$ cat config.mk
export PLATFORM = sky130hd
export DESIGN_NAME = uart_irq_enable_ident
export DESIGN_NICKNAME = d
export VERILOG_FILES = /design/src/hdl/uart_irq_pkg.sv /design/src/hdl/uart_irq_enable_ident.sv
export SDC_FILE = /design/constraint.sdc
export NUM_CORES = 1
export LEC_CHECK = 0
export ABC_AREA = 1
export BUFFER_PORTS_ARGS = -buffer_cell sky130_fd_sc_hd__buf_2
export CAP_MARGIN = 5
export CORE_ASPECT_RATIO = 0.75
export CORE_MARGIN = 5
export CORE_UTILIZATION = 35
export DETAILED_ROUTE_END_ITERATION = 8
export MAX_ROUTING_LAYER = met4
export PLACE_DENSITY = 0.73
export SLEW_MARGIN = 20
export SYNTH_ARGS = -nofsm -noshare
export SYNTH_HDL_FRONTEND = slang
export SYNTH_SLANG_ARGS = --single-unit
$ cat constraint.sdc
create_clock -name sys_clk -period 3.5 [get_ports sys_clk]
set_input_delay 0.525 -clock sys_clk [delete_from_list [all_inputs] [get_ports sys_clk]]
set_output_delay 0.525 -clock sys_clk [all_outputs]
set_load 0.01 [all_outputs]
$ cat src/hdl/uart_irq_pkg.sv
/*
 * Package for the UART interrupt enable, identification and enhanced
 * feature block: register selects, bit positions, reset values and the
 * identification codes.
 * Assumes the host bus front end decodes its own addresses into the
 * register select code declared here.
 */
`default_nettype none

package uart_irq_pkg;

    // Register select presented by the host bus front end.
    typedef enum logic [1:0] {
        SEL_ENABLE   = 2'b00,  // Interrupt enable register.
        SEL_IDENT    = 2'b01,  // Interrupt identification register.
        SEL_ENHANCED = 2'b10,  // Enhanced feature control register.
        SEL_NONE     = 2'b11   // Not served here; reads return zero.
    } reg_sel_t;

    // Event and condition sources from the rest of the UART.
    typedef struct packed {
        logic line_err;      // Receiver line status error, level.
        logic rx_timeout;    // Receiver time-out, level.
        logic rx_data;       // Receive data at trigger, level.
        logic tx_below;      // Transmit holding below threshold, level.
        logic modem_change;  // Modem status change flags, level.
        logic gpio_change;   // Enabled GPIO input change, level.
        logic xoff_rcvd;     // Xoff character received, pulse.
        logic cts_deassert;  // CTS went active to inactive, pulse.
        logic rts_deassert;  // RTS went active to inactive, pulse.
    } uart_src_t;

    // Reset values of the writable registers.
    localparam logic [7:0] ENABLE_RESET   = 8'h00;
    localparam logic [7:0] ENHANCED_RESET = 8'h00;

    // Interrupt enable bit positions.
    localparam int EN_RX_DATA  = 0;
    localparam int EN_TX_HOLD  = 1;
    localparam int EN_LINE     = 2;
    localparam int EN_MODEM    = 3;
    localparam int EN_SLEEP    = 4;
    localparam int EN_XOFF     = 5;
    localparam int EN_RTS      = 6;
    localparam int EN_CTS      = 7;

    // Enhanced feature control bit positions.
    localparam int ENH_SW_FLOW_LSB = 0;
    localparam int ENH_WRITE_EN    = 4;
    localparam int ENH_SPECIAL     = 5;
    localparam int ENH_AUTO_RTS    = 6;
    localparam int ENH_AUTO_CTS    = 7;

    // Threshold fields of the flow threshold register.
    localparam int THR_HALT_LSB   = 0;
    localparam int THR_RESUME_LSB = 4;
    localparam int THR_STEP_SHIFT = 2;  // Field times four.

    // Identification bits 5:0 for each source.
    localparam logic [5:0] CODE_LINE    = 6'h06;
    localparam logic [5:0] CODE_TIMEOUT = 6'h0c;
    localparam logic [5:0] CODE_RX_DATA = 6'h04;
    localparam logic [5:0] CODE_TX_HOLD = 6'h02;
    localparam logic [5:0] CODE_MODEM   = 6'h00;
    localparam logic [5:0] CODE_GPIO    = 6'h30;
    localparam logic [5:0] CODE_XOFF    = 6'h10;
    localparam logic [5:0] CODE_CTS_RTS = 6'h20;
    localparam logic [5:0] CODE_NONE    = 6'h01;

endpackage : uart_irq_pkg

`default_nettype wire
$ cat src/hdl/uart_irq_enable_ident.sv
/*
 * Interrupt enable, prioritised identification and enhanced feature
 * control for a single-channel UART.
 * Assumes a host bus front end that turns serial accesses into one-cycle
 * read and write strobes with a register select, and UART logic that
 * supplies the source conditions and the receive level synchronously.
 */
// Notes on behaviour
// - Enable bits 0-3: rx, tx, line, modem.
// - Bits 7,6,5 enable CTS, RTS, Xoff.
// - Enable bit 4 turns on sleep.
// - Bits 7:4 writable only with enhanced set.
// - Re-enabling transmit interrupt makes none anew.
// - Any enabled interrupt asserts the request.
// - Identification bits 7:6 mirror FIFO enable.
// - Bit 0 low means interrupt pending.
// - Best priority source is always reported.
// - Codes: line 06, timeout 0c, rx 04, tx 02.
// - Modem code 00, GPIO change code 30.
// - Xoff or special character code 10.
// - CTS/RTS deassert is lowest, code 20.
// - Auto CTS stops transmitter while CTS high.
// - Auto RTS: high at halt, low at resume.
// - Special character match flags identification.
// - Enhanced bit 4 write-enables protected fields.
// - Enhanced bits 3:0 pick software flow mode.
// - Thresholds are field value times four.
// - Modem status read clears its condition.
`default_nettype none

module uart_irq_enable_ident
    import uart_irq_pkg::*;
(
    input  wire logic       sys_clk,
    input  wire logic       reset_n,
    input  wire reg_sel_t   reg_sel,
    input  wire logic       reg_wr,
    input  wire logic       reg_rd,
    input  wire logic [7:0] reg_wdata,
    output logic      [7:0] reg_rdata,
    output logic            reg_rvalid,
    input  wire uart_src_t  src,
    input  wire logic       fifo_enable,
    input  wire logic [6:0] rx_level,
    input  wire logic       rx_char_valid,
    input  wire logic [7:0] rx_char,
    input  wire logic [7:0] second_stop_char,
    input  wire logic [7:0] flow_threshold,
    input  wire logic       rts_force_active,
    input  wire logic       cts_pin_high,
    output logic            irq_n,
    output logic            tx_halt,
    output logic            rts_pin_high,
    output logic            sleep_enable,
    output logic            enhanced_we,
    output logic      [3:0] sw_flow_mode
);

    logic [7:0] enable_r;       // Interrupt enable register.
    logic [7:0] enhanced_r;     // Enhanced feature control register.
    logic       tx_below_d_r;   // Last cycle's transmit threshold level.
    logic       thr_flag_r;     // Transmit holding event, sticky.
    logic       xoff_flag_r;    // Xoff or special character, sticky.
    logic       cts_flag_r;     // CTS deassert event, sticky.
    logic       rts_flag_r;     // RTS deassert event, sticky.
    logic [7:0] rdata_r;        // Read data holding flop.
    logic       rvalid_r;       // Read answer strobe.
    logic       irq_n_r;        // Registered interrupt request, low active.
    logic       tx_halt_r;      // Transmitter stop request.
    logic       rts_high_r;     // Level of the RTS pin, high is inactive.

    logic       wr_enable;      // Write to the enable register.
    logic       wr_enhanced;    // Write to the enhanced register.
    logic       rd_ident;       // Read of the identification register.
    logic       special_hit;    // Received character matches.
    logic       p_line, p_tout, p_rx, p_tx, p_modem;
    logic       p_gpio, p_xoff, p_ctsrts;
    logic       any_pending;    // At least one enabled source pending.
    logic [5:0] ident_code;     // Identification bits 5:0.
    logic [6:0] halt_level;     // Halt threshold in characters.
    logic [6:0] resume_level;   // Resume threshold in characters.

    assign wr_enable   = reg_wr && (reg_sel == SEL_ENABLE);
    assign wr_enhanced = reg_wr && (reg_sel == SEL_ENHANCED);
    assign rd_ident    = reg_rd && (reg_sel == SEL_IDENT);

    // A source other than GPIO counts only while both its condition and enable are set.
    assign p_line   = src.line_err     && enable_r[EN_LINE];
    assign p_tout   = src.rx_timeout   && enable_r[EN_RX_DATA];
    assign p_rx     = src.rx_data      && enable_r[EN_RX_DATA];
    assign p_tx     = thr_flag_r       && enable_r[EN_TX_HOLD];
    // The modem condition is the upstream change flags, so reading the
    // modem status register clears it there and drops it here.
    assign p_modem  = src.modem_change && enable_r[EN_MODEM];
    // GPIO changes are already gated by the per-pin enables upstream.
    assign p_gpio   = src.gpio_change;
    assign p_xoff   = xoff_flag_r      && enable_r[EN_XOFF];
    assign p_ctsrts = (cts_flag_r && enable_r[EN_CTS])
                   || (rts_flag_r && enable_r[EN_RTS]);
    assign any_pending = p_line || p_tout || p_rx || p_tx || p_modem
                      || p_gpio || p_xoff || p_ctsrts;

    // Priority encoder, best level first; time-out beats plain data.
    always_comb begin
        if (p_line) begin
            ident_code = CODE_LINE;
        end else if (p_tout) begin
            ident_code = CODE_TIMEOUT;
        end else if (p_rx) begin
            ident_code = CODE_RX_DATA;
        end else if (p_tx) begin
            ident_code = CODE_TX_HOLD;
        end else if (p_modem) begin
            ident_code = CODE_MODEM;
        end else if (p_gpio) begin
            ident_code = CODE_GPIO;
        end else if (p_xoff) begin
            ident_code = CODE_XOFF;
        end else if (p_ctsrts) begin
            ident_code = CODE_CTS_RTS;
        end else begin
            ident_code = CODE_NONE;
        end
    end

    // Interrupt enable register; the upper nibble is write protected.
    always_ff @(posedge sys_clk or negedge reset_n) begin
        if (!reset_n) begin
            enable_r <= ENABLE_RESET;
        end else if (wr_enable) begin
            enable_r[3:0] <= reg_wdata[3:0];
            if (enhanced_r[ENH_WRITE_EN]) begin
                enable_r[7:4] <= reg_wdata[7:4];
            end
        end
    end

    // Enhanced feature control register, always writable.
    always_ff @(posedge sys_clk or negedge reset_n) begin
        if (!reset_n) begin
            enhanced_r <= ENHANCED_RESET;
        end else if (wr_enhanced) begin
            enhanced_r <= reg_wdata;
        end
    end

    // The transmit event fires on the threshold crossing only, so that
    // turning its enable back on while already below does not re-arm it.
    always_ff @(posedge sys_clk or negedge reset_n) begin
        if (!reset_n) begin
            tx_below_d_r <= 1'b0;
            thr_flag_r   <= 1'b0;
        end else begin
            tx_below_d_r <= src.tx_below;
            if (src.tx_below && !tx_below_d_r) begin
                thr_flag_r <= 1'b1;
            end else if ((rd_ident && ident_code == CODE_TX_HOLD)
                         || !src.tx_below) begin
                thr_flag_r <= 1'b0;
            end
        end
    end

    assign special_hit = enhanced_r[ENH_SPECIAL] && rx_char_valid
                      && (rx_char == second_stop_char);

    // Sticky event flags; a new event in the clearing cycle wins.
    always_ff @(posedge sys_clk or negedge reset_n) begin
        if (!reset_n) begin
            xoff_flag_r <= 1'b0;
            cts_flag_r  <= 1'b0;
            rts_flag_r  <= 1'b0;
        end else begin
            if (src.xoff_rcvd || special_hit) begin
                xoff_flag_r <= 1'b1;
            end else if (rd_ident && ident_code == CODE_XOFF) begin
                xoff_flag_r <= 1'b0;
            end
            if (src.cts_deassert) begin
                cts_flag_r <= 1'b1;
            end else if (rd_ident && ident_code == CODE_CTS_RTS) begin
                cts_flag_r <= 1'b0;
            end
            if (src.rts_deassert) begin
                rts_flag_r <= 1'b1;
            end else if (rd_ident && ident_code == CODE_CTS_RTS) begin
                rts_flag_r <= 1'b0;
            end
        end
    end

    // Read path: answer one cycle after the strobe from a flop.
    always_ff @(posedge sys_clk or negedge reset_n) begin
        if (!reset_n) begin
            rdata_r  <= 8'h00;
            rvalid_r <= 1'b0;
        end else begin
            rvalid_r <= reg_rd;
            if (reg_rd) begin
                unique case (reg_sel)
                    SEL_ENABLE:   rdata_r <= enable_r;
                    SEL_IDENT:    rdata_r <= {{2{fifo_enable}},
                                              ident_code};
                    SEL_ENHANCED: rdata_r <= enhanced_r;
                    SEL_NONE:     rdata_r <= 8'h00;
                endcase
            end
        end
    end

    // Interrupt request follows the pending set one cycle later.
    always_ff @(posedge sys_clk or negedge reset_n) begin
        if (!reset_n) begin
            irq_n_r <= 1'b1;
        end else begin
            irq_n_r <= !any_pending;
        end
    end

    // Auto CTS: stop the transmitter while the pin is high.
    always_ff @(posedge sys_clk or negedge reset_n) begin
        if (!reset_n) begin
            tx_halt_r <= 1'b0;
        end else begin
            tx_halt_r <= enhanced_r[ENH_AUTO_CTS] && cts_pin_high;
        end
    end

    assign halt_level   = {1'b0, flow_threshold[THR_HALT_LSB +: 4],
                           2'b00};
    assign resume_level = {1'b0, flow_threshold[THR_RESUME_LSB +: 4],
                           2'b00};

    // Auto RTS with hysteresis; without it, the modem control bit rules.
    // No check that halt exceeds resume; if not, halt wins each cycle.
    always_ff @(posedge sys_clk or negedge reset_n) begin
        if (!reset_n) begin
            rts_high_r <= 1'b1;
        end else if (enhanced_r[ENH_AUTO_RTS]) begin
            if (rx_level >= halt_level) begin
                rts_high_r <= 1'b1;
            end else if (rx_level <= resume_level) begin
                rts_high_r <= 1'b0;
            end
        end else begin
            rts_high_r <= !rts_force_active;
        end
    end

    assign reg_rdata    = rdata_r;
    assign reg_rvalid   = rvalid_r;
    assign irq_n        = irq_n_r;
    assign tx_halt      = tx_halt_r;
    assign rts_pin_high = rts_high_r;
    assign sleep_enable = enable_r[EN_SLEEP];
    assign enhanced_we  = enhanced_r[ENH_WRITE_EN];
    assign sw_flow_mode = enhanced_r[ENH_SW_FLOW_LSB +: 4];

    property p_protect_upper;
        @(posedge sys_clk) disable iff (!reset_n)
        wr_enable && !enhanced_r[ENH_WRITE_EN]
            |=> $stable(enable_r[7:4]);
    endproperty
    a_protect_upper: assert property (p_protect_upper)
        else $error("Protected enable bits changed.");

    property p_lower_write;
        @(posedge sys_clk) disable iff (!reset_n)
        wr_enable |=> enable_r[3:0] == $past(reg_wdata[3:0]);
    endproperty
    a_lower_write: assert property (p_lower_write)
        else $error("Enable bits 3:0 did not take the write.");

    property p_irq_follow;
        @(posedge sys_clk) disable iff (!reset_n)
        any_pending |=> !irq_n;
    endproperty
    a_irq_follow: assert property (p_irq_follow)
        else $error("Interrupt request missing for a pending source.");

    property p_irq_release;
        @(posedge sys_clk) disable iff (!reset_n)
        !any_pending ##1 !any_pending |-> irq_n;
    endproperty
    a_irq_release: assert property (p_irq_release)
        else $error("Interrupt request held with nothing pending.");

    property p_ident_idle;
        @(posedge sys_clk) disable iff (!reset_n)
        rd_ident && !any_pending
            |=> reg_rvalid && reg_rdata == {{2{$past(fifo_enable)}},
                                            CODE_NONE};
    endproperty
    a_ident_idle: assert property (p_ident_idle)
        else $error("Idle identification value wrong.");

    property p_line_first;
        @(posedge sys_clk) disable iff (!reset_n)
        rd_ident && p_line |=> reg_rdata[5:0] == CODE_LINE;
    endproperty
    a_line_first: assert property (p_line_first)
        else $error("Line status not reported first.");

    property p_tx_edge_only;
        @(posedge sys_clk) disable iff (!reset_n)
        $rose(thr_flag_r) |-> $past(src.tx_below) && !$past(tx_below_d_r);
    endproperty
    a_tx_edge_only: assert property (p_tx_edge_only)
        else $error("Transmit event set without a crossing.");

    property p_rts_halt;
        @(posedge sys_clk) disable iff (!reset_n)
        enhanced_r[ENH_AUTO_RTS] && rx_level >= halt_level
            |=> rts_pin_high;
    endproperty
    a_rts_halt: assert property (p_rts_halt)
        else $error("RTS not raised at the halt level.");

    property p_cts_halt;
        @(posedge sys_clk) disable iff (!reset_n)
        enhanced_r[ENH_AUTO_CTS] && cts_pin_high |=> tx_halt;
    endproperty
    a_cts_halt: assert property (p_cts_halt)
        else $error("Transmitter not stopped on high CTS.");

    property p_special;
        @(posedge sys_clk) disable iff (!reset_n)
        special_hit |=> xoff_flag_r ##1 1'b1;
    endproperty
    a_special: assert property (p_special)
        else $error("Special character match not flagged.");

endmodule : uart_irq_enable_ident

`default_nettype wire

==> results of run 1 <==
registers in the layout, summed over array words and instances, names as in the netlist:
signal,cells
cts_flag_r,1
enable_r,8
enhanced_r,8
irq_n,1
reg_rdata,8
reg_rvalid,1
rts_flag_r,1
rts_pin_high,1
thr_flag_r,1
tx_below_d_r,1
tx_halt,1
xoff_flag_r,1
area by class of cell:
type | count | share of cell area
clock buffer | 6 | 0.03295
clock inverter | 2 | 0.01498
inverter | 41 | 0.06141
multi-input combinational | 174 | 0.3729
sequential | 33 | 0.3305
tap | 75 | 0.03744
timing repair buffer | 75 | 0.1498
layout by cell type (no fill, tap or decap), types with 2 or more instances in the layout:
cell type and count:
inv_1 38, nand2_2 6, clkbuf_8 6, o21ai_1 5, nand2_1 71, nand4_1 6
o21ai_0 5, o21ai_2 8, buf_2 75, a31oi_1 5, or2_2 3, dfrtp_1 31
dfstp_2 2, xnor2_1 3, a21oi_1 10, nand3b_1 2, nor2_1 20, inv_2 3
nor2_4 4, nand3_1 10, ha_1 8, nor2_2 2
per-layer routing:
metal	vias to the layer above	track usage	routed length, µm
li1	946	-	-
met1	809	0.1871	2248
met2	46	0.2370	2311
met3	12	0.03996	286
met4	0	0.07309	131
met5	-	-	0
stage by stage:
step / hold slack [ns] / total power, mW
2_1_floorplan: 0.2294 / 0.6641
3_3_place_gp: 0.4111 / 0.7618
3_5_place_dp: 0.4245 / 0.7745
4_1_cts: 0.3041 / 1.157
5_1_grt: 0.3413 / 1.215
6_report: 0.2855 / 1.144
worst max-delay path by stage:
stage                     slack, ns           end               from
final                          2.04  rts_pin_high       rts_pin_high
after global routing           2.01  rts_pin_high       rts_pin_high
after CTS                      2.02  rts_pin_high       rts_pin_high
after detailed placement       1.92   xoff_flag_r             reg_rd
after global placement         1.92   xoff_flag_r             reg_rd
after floorplan                2.15  rts_pin_high  flow_threshold[7]
worst reg2reg max path, stage by stage (launching register included):
cell and delay [ns]:
dfrtp_1 0.41, nand2_2 0.13, nand2_2 0.09, nor2_4 0.13, nand2_1 0.07, nor2_2 0.10
nand3_1 0.10, nand2_1 0.07, nand2_1 0.05
power by group through the flow:
stage / combinational, mW / sequential (mW) / clock (mW)
after floorplan: 0.171 / 0.493 / 0
after global placement: 0.266 / 0.496 / 0
after detailed placement: 0.278 / 0.497 / 0
after CTS: 0.279 / 0.490 / 0.388
after global routing: 0.314 / 0.497 / 0.404
final: 0.275 / 0.490 / 0.379
cells by family (layout without fill, tap and decap cells):
| logic type | Yosys count | count (layout) | share of synthesized area |
|---|---|---|---|
| AOI/OAI and AO/OA | 35 | 35 | 0.1110 |
| xor gates and xnor gates | 3 | 3 | 0.01340 |
| adders and majority gates | 8 | 8 | 0.05102 |
| buffers and inverters | 47 | 124 | 0.1014 |
| DFF | 33 | 33 | 0.4222 |
| and+or+nand+nor | 128 | 128 | 0.3010 |
==> impl_metrics.ini, run 1 <==
[clock_tree]
cts_root_buf = clkbuf_8
cts_resized = 0
cts_made_buffers = 5
clock_latency_ns = 0.29
htreeDepth = 2
cts_buffer_depth = 2
clk_pin_slew_worst_paths_ns = 0.07
cts_tree = yes
postCtsSetupBuffers = 0
hold_buffers = 0
cts_sinks = 33

[synthesis]
synthTopCellsByArea = dfrtp_1 40%, nand2_1 14%, inv_1 7.3%
yosysTopAreaCellShare = 0.3954
synth_top_area_cell = dfrtp_1
synthMostInstantiatedCell = nand2_1
async_reset_ff_frac = 1.000
syn-instance-count = 254
ys.flop_type = dfrtp_1
synth_edf_count = 0
netlist_area_um2 = 1962
ys_seq_area_frac = 0.4222
ys.warnings.count = 0
synth_nets = 320
ys_seq_elements = 33
synth.distinct_cells = 29
yosys-top-cells-count = 71 x nand2_1, 38 x inv_1, 31 x dfrtp_1
avgSynthCellArea_um2 = 7.724

[power]
p_int_uw = 788.2
combPwrFrac = 0.241
leakage_nw = 1.369
p_switching_uw = 355.8
switching_share = 0.3110
clock_power_share = 0.331
seq_power_share = 0.428
irDropWorstVdd_uv = 174.4
cellPowerDensity_nw_per_um2 = 456.5

[placed_design]
place.gp.congestion = 0.8512
pre_cts_ws_ns = 1.923
hpwl_um = 4008
dpl_cell_area_um2 = 2386
portBuffers = 75
dpl.cell_count = 398

[sta]
fin_crit_ns = 1.465
setup_ws_ns = 2.035
finalSetupTns_ns = 0
worst_pin_slew_ns = 0.7211
slew_viol_final = 0
hold_viol_final = 0
skew_ns = 0.003256
rsz0062_at_grt = false
finalSetupViolCount = 0
clock.fmax_ghz = 0.6826
finalCritPeriodShare = 0.4185
slew_headroom = 0.5193

[routing]
drtPass1Iterations = 4
avgRoutedWirePerCell_um = 12.26
finalWirelength_um = 4977
drc = 0
vias = 1813
ant_nets = 0
drt-initial-drc-count = 85
via_per_inst = 4.466

[critical_path]
crit_required_ns = 2.97
start_kind = flop
worst-r2r-cell-count = 8
rrSetupSlack_ns = 2.25
crit_path_end_kind = primary output
crit_family = flip-flops
cp_slowest_cell = dfstp_2
crit_cells = 1
timing.rr.start = enable_r[2]
cp_num_buf_inv = 1
path_cells = buf_2
slowest_delay_ns = 0.53
crit_arrival_ns = 0.94
timing.rr.end = rts_flag_r
crit_fanout = 2
worstSetupPathType = reg -> out

[cells_and_area]
diodes = 0
area_growth_pct = 27.74
ff_latch_area_um2 = 828.3
num-nets-final = 396
layout-drive-gt1-share = 0.3414
final_area_um2 = 2506
finalNonFillerCells = 406
utilization = 0.4657
fillers = 564
multi_input_area_um2 = 934.6

[global_routing]
grt_pass1_vias = 1809
grt_max_degree = 34
grt_antenna_before_repair = 0
grt_pass1_wl_um = 8038
grt_remaining_overflow = 0
grt.total_usage = 0.1530

[outcome]
status = completed

[die]
die_h_um = 74.84
ios = 76
die_x_um = 96.45
die_area_um2 = 7218
initial_core_util = 0.3646
fp-row-count = 23
core-area_um2 = 5381

[hold_path]
hold_path_class = in -> async

[run]
cap_viol_max_count = 0
(Power assumes the default switching activity.)
==> inputs of run 2 (changes only) <==
==> constraint.sdc (replaced) <==
create_clock -name sys_clk -period 1.48 [get_ports sys_clk]
set_input_delay 0.222 -clock sys_clk [delete_from_list [all_inputs] [get_ports sys_clk]]
set_output_delay 0.222 -clock sys_clk [all_outputs]
set_load 0.01 [all_outputs]
==> impl_metrics.ini, run 2 (synthesized netlist as in run 1, its figures left out) <==
[cells_and_area]
final_cell_mix = 75 x buf_2, 71 x nand2_1, 38 x inv_1
diodes = 0
num-nets-final = 399
fillers = 574
final_common_cell = buf_2
layout-drive-gt1-share = 0.3423
finalNonFillerCells = 408
final_area_um2 = 2515
area_growth_pct = 28.19

[clock_tree]
cts_tree = yes
cts_made_buffers = 5
cts_buffer_depth = 2
clock_latency_ns = 0.28
postCtsSetupBuffers = 0
cts_root_buf = clkbuf_8
htreeDepth = 2
clk_pin_slew_worst_paths_ns = 0.07
hold_buffers = 1
cts_resized = 0
cts_sinks = 33

[power]
irDropWorstVdd_uv = 419.6
power.total_mw = 2.615
cellPowerDensity_nw_per_um2 = 1040
leakage_nw = 1.380

[placed_design]
portBuffers = 75
dpl_cell_area_um2 = 2401
dpl.cell_count = 400
place.gp.congestion = 0.8259
hpwl_um = 3900
pre_cts_ws_ns = 0.2333

[routing]
vias = 1844
via_per_inst = 4.520
ant_nets = 0
finalWirelength_um = 4814
drc = 0
drt-initial-drc-count = 42
avgRoutedWirePerCell_um = 11.80
drtPass1Iterations = 4

[critical_path]
start_kind = flop
cp-endpoint = rts_flag_r
crit_arrival_ns = 1.39
crit_path_end_kind = flop
timing.rr.start = enable_r[2]
crit_fanout = 5
rrSetupSlack_ns = 0.27
timing.rr.end = rts_flag_r
startpoint = enable_r[2]
crit_required_ns = 1.65
worst-r2r-cell-count = 8
worstSetupPathType = reg -> reg

[global_routing]
grt_antenna_before_repair = 0
grt.total_usage = 0.1456
grt_pass1_vias = 1733
grt_pass1_wl_um = 7872
grt_max_degree = 34
grt_remaining_overflow = 0

[sta]
slew_viol_final = 0
finalSetupTns_ns = 0
fin_crit_ns = 1.212
slew_headroom = 0.7249
setup_ws_ns = 0.2675
rsz0062_at_grt = false
finalCritPeriodShare = 0.8192
hold_viol_final = 0
worst_pin_slew_ns = 0.4126
clock.fmax_ghz = 0.8248
skew_ns = 0.004331
finalSetupViolCount = 0

[die]
ios = 76
core-area_um2 = 5381
initial_core_util = 0.3646
die_h_um = 74.84
die_area_um2 = 7218
fp-row-count = 23
die_x_um = 96.45

[hold_path]
worstHoldStart = src[5]
hold_path_class = in -> reg

[run]
cap_viol_max_count = 0

[outcome]
status = completed
[run 2: routing by layer]
metal | wire length (µm) | global-route usage | up-vias
met3 | 291 | 0.03896 | 5
met5 | 0 | - | -
li1 | - | - | 959
met2 | 2203 | 0.2301 | 46
met1 | 2285 | 0.1884 | 834
met4 | 34 | 0.03266 | 0
[run 2: worst min path at each step]
| stage | to | cells past startpoint | slack, ns |
|---|---|---|---|
| finish | tx_below_d_r | 1 | 0.06 |
| global route | tx_below_d_r | 1 | 0.06 |
| CTS | tx_below_d_r | 1 | 0.05 |
| detailed placement | tx_below_d_r | 2 | 0.27 |
| global placement | tx_below_d_r | 2 | 0.27 |
| floorplan | cts_flag_r | 0 | -0.07 |
[run 2: power breakdown]
part	switching (mW)	internal [mW]
clock	0.320	0.489
sequential	0.117	1.04
combinational	0.367	0.280
[run 2: through the flow]
step | hold slack, ns | util
finish | 0.05885 | 0.4673
global route | 0.05990 | 0.4673
global placement | 0.2713 | 0.4462
CTS | 0.05269 | 0.4673
floorplan | -0.07359 | -
detailed placement | 0.2723 | 0.4462
[run 2: layout make-up]
class                           instances  area [µm²]  area share
Clock buffer                            5       68.82     0.02736
Inverter                               41       153.9     0.06119
Multi-Input combinational cell        174       934.6      0.3716
Tap cell                               75       93.84     0.03731
Sequential cell                        33       828.3      0.3294
Timing Repair Buffer                   78       400.4      0.1592
Clock inverter                          2       35.03     0.01393
[run 2: critical path, stage by stage (launching register included)]
cell	delay, ns
dfrtp_1	0.40
nand2_2	0.12
nand2_2	0.09
nor2_4	0.12
nand2_1	0.07
nor2_2	0.09
nand3_1	0.09
nand2_1	0.07
nand2_1	0.05
==> inputs of run 3 (changes only) <==
--- a/config.mk
+++ b/config.mk
@@ -5,7 +5,7 @@
 export SDC_FILE = /design/constraint.sdc
 export NUM_CORES = 1
 export LEC_CHECK = 0
-export ABC_AREA = 1
+export ABC_AREA = 0
 export BUFFER_PORTS_ARGS = -buffer_cell sky130_fd_sc_hd__buf_2
 export CAP_MARGIN = 5
 export CORE_ASPECT_RATIO = 0.75
@@ -13,7 +13,7 @@
 export CORE_UTILIZATION = 35
 export DETAILED_ROUTE_END_ITERATION = 8
 export MAX_ROUTING_LAYER = met4
-export PLACE_DENSITY = 0.73
+export PLACE_DENSITY = 0.74
 export SLEW_MARGIN = 20
 export SYNTH_ARGS = -nofsm -noshare
 export SYNTH_HDL_FRONTEND = slang
==> constraint.sdc (replaced) <==
create_clock -name sys_clk -period 1.15 [get_ports sys_clk]
set_input_delay 0.1725 -clock sys_clk [delete_from_list [all_inputs] [get_ports sys_clk]]
set_output_delay 0.1725 -clock sys_clk [all_outputs]
set_load 0.01 [all_outputs]
==> impl_metrics.ini, run 3 <==
[die]
ios = 76
die_h_um = 72.27
initial_core_util = 0.3652
fp-row-count = 22
core-area_um2 = 4955
die_area_um2 = 6722
die_x_um = 93.02

[placed_design]
hpwl_um = 3868
portBuffers = 75
place.gp.congestion = 0.9506

[critical_path]
cp-endpoint = reg_rdata[4]
crit_path_end_kind = flop
crit_fanout = 3
rrSetupSlack_ns = -0.14
slowest_delay_ns = 0.43
worst-r2r-cell-count = 4
crit_required_ns = 1.36
worstSetupPathType = reg -> reg
crit_arrival_ns = 1.50
cp_slowest_cell = dfrtp_2
start_kind = flop
path_cells = buf_4, a22o_1, o32a_1, a21oi_2
startpoint = enable_r[1]
timing.rr.end = reg_rdata[4]
timing.rr.start = enable_r[1]

[global_routing]
grt_remaining_overflow = 0
grt_pass1_wl_um = 7741
grt.total_usage = 0.1523
grt_pass1_vias = 1639
grt_max_degree = 18
grt_antenna_before_repair = 0

[hold_path]
hold_path_class = in -> reg

[power]
power.total_mw = 3.558
leakage_nw = 1.278
irDropWorstVdd_uv = 589.8
cellPowerDensity_nw_per_um2 = 1347

[sta]
setup_ws_ns = -0.1363
finalCritPeriodShare = 1.119
slew_headroom = 0.7270
rsz0062_at_grt = true
worst_pin_slew_ns = 0.4095
slew_viol_final = 0
clock.fmax_ghz = 0.7774
hold_viol_final = 0
finalSetupViolCount = 6
skew_ns = 0.003756
fin_crit_ns = 1.286

[synthesis]
synth.distinct_cells = 42
avgSynthCellArea_um2 = 10.77
ys.warnings.count = 0
ys_seq_area_frac = 0.4578
netlist_area_um2 = 1809
ys.flop_type = dfrtp_1
synth_nets = 234
synth_edf_count = 0
synthTopCellsByArea = dfrtp_1 43%, mux2_1 9.3%, ha_1 5.5%
yosysTopAreaCellShare = 0.4288
synth_top_area_cell = dfrtp_1
synthMostInstantiatedCell = dfrtp_1
async_reset_ff_frac = 1.000
yosys-top-cells-count = 31 x dfrtp_1, 15 x mux2_1, 11 x a21oi_1, 11 x nor2_1, 9 x inv_1
syn-instance-count = 168
ys_seq_elements = 33

[cells_and_area]
num-nets-final = 336
final_common_cell = buf_2
final_cell_mix = 74 x buf_2, 30 x dfrtp_1, 25 x buf_4
multi_input_area_um2 = 989.7
area_growth_pct = 46.06
utilization = 0.5333
ff_latch_area_um2 = 829.5
fillers = 478
diodes = 0
layout-drive-gt1-share = 0.4760

[clock_tree]
cts_sinks = 33
clock_latency_ns = 0.28
htreeDepth = 2
cts_tree = yes
cts_root_buf = clkbuf_8
clk_pin_slew_worst_paths_ns = 0.07
cts_buffer_depth = 2
cts_made_buffers = 5

[routing]
drc = 0
ant_nets = 0
finalWirelength_um = 4793
drt-initial-drc-count = 32
vias = 1603
avgRoutedWirePerCell_um = 14.48
via_per_inst = 4.843
drtPass1Iterations = 4

[run]
cap_viol_max_count = 0

[outcome]
violations = setup timing
status = finished with violations
-- run 3: cell types whose count changed after synthesis, sizes merged, moves of 5 or more --
cell   delta
o21ai    -10
mux2i     +6
nor2     -15
xnor2     +5
nand2    -73
mux2     +16
inv      -31
-- run 3: final cells by class --
| type | count | share of cell area |
|---|---|---|
| Sequential cell | 33 | 0.3139 |
| Timing Repair Buffer | 103 | 0.2306 |
| Clock inverter | 1 | 0.001894 |
| Inverter | 10 | 0.01420 |
| Clock buffer | 7 | 0.03646 |
| Tap cell | 60 | 0.02841 |
| Multi-Input combinational cell | 117 | 0.3745 |
-- run 3: how the worst min path moves through the flow --
stage / startpoint / end / cells after the start
6_report: src[1] / cts_flag_r / 2
5_1_grt: src[1] / cts_flag_r / 2
4_1_cts: src[1] / cts_flag_r / 2
3_5_place_dp: reset_n / enable_r[7] / 1
3_3_place_gp: reset_n / rts_flag_r / 1
2_1_floorplan: reset_n / cts_flag_r / 0
-- run 3: repair_timing --
item | 4_1_cts | 5_1_grt
pin swaps | 7 | 4
hold buffers | 2 | 0
endpoints found under the hold margin | 15 | 0
setup endpoints to repair | 7 | 17
gates cloned | 0 | 0
resized for setup | 8 | 12
setup buffers | 2 | 2
-- run 3: cell families after synthesis --
kind of cell               synth area share
AOI/OAI and AO/OA                    0.1508
and+or+nand+nor                      0.1183
DFF                                  0.4578
muxes                                0.1328
buffers and inverters               0.04633
xor gates and xnor gates            0.03873
adders and majority gates           0.05533
-- run 3: worst max-delay path: cells and delay by family (launching register included) --
| kind | cells | cell delay [ns] |
|---|---|---|
| buffers and inverters | 1 | 0.14 |
| AO/OA/AOI/OAI | 3 | 0.64 |
| flip-flops | 1 | 0.43 |
-- run 3: through the flow --
step	hold slack, ns	setup WS [ns]	cells	setup TNS [ns]	instance area, µm²
2_1_floorplan	-0.1231	-0.02507	168	-0.03343	1818
4_1_cts	0.05657	-0.1437	329	-0.5776	2575
3_3_place_gp	0.1233	-0.1371	317	-1.442	2400
5_1_grt	0.06034	-0.2259	331	-1.262	2643
6_report	0.06534	-0.1363	331	-0.6560	2643
3_5_place_dp	0.1331	-0.3026	317	-2.136	2400
-- run 3: routing by layer --
layer | GRT usage | part of all wire | vias to the layer above | wire length, µm
met5 | - | 0 | - | 0
met4 | 0.04878 | 0.010 | 0 | 50
met3 | 0.04041 | 0.065 | 4 | 311
met2 | 0.2442 | 0.48 | 53 | 2311
met1 | 0.1888 | 0.44 | 738 | 2119
li1 | - | - | 808 | -
-- run 3: power by group --
group | switching, mW | internal [mW] | total, mW | leakage, nW
logic | 0.494 | 0.594 | 1.09 | 0.843
clock network | 0.409 | 0.540 | 0.950 | 0.0542
registers | 0.156 | 1.36 | 1.52 | 0.381
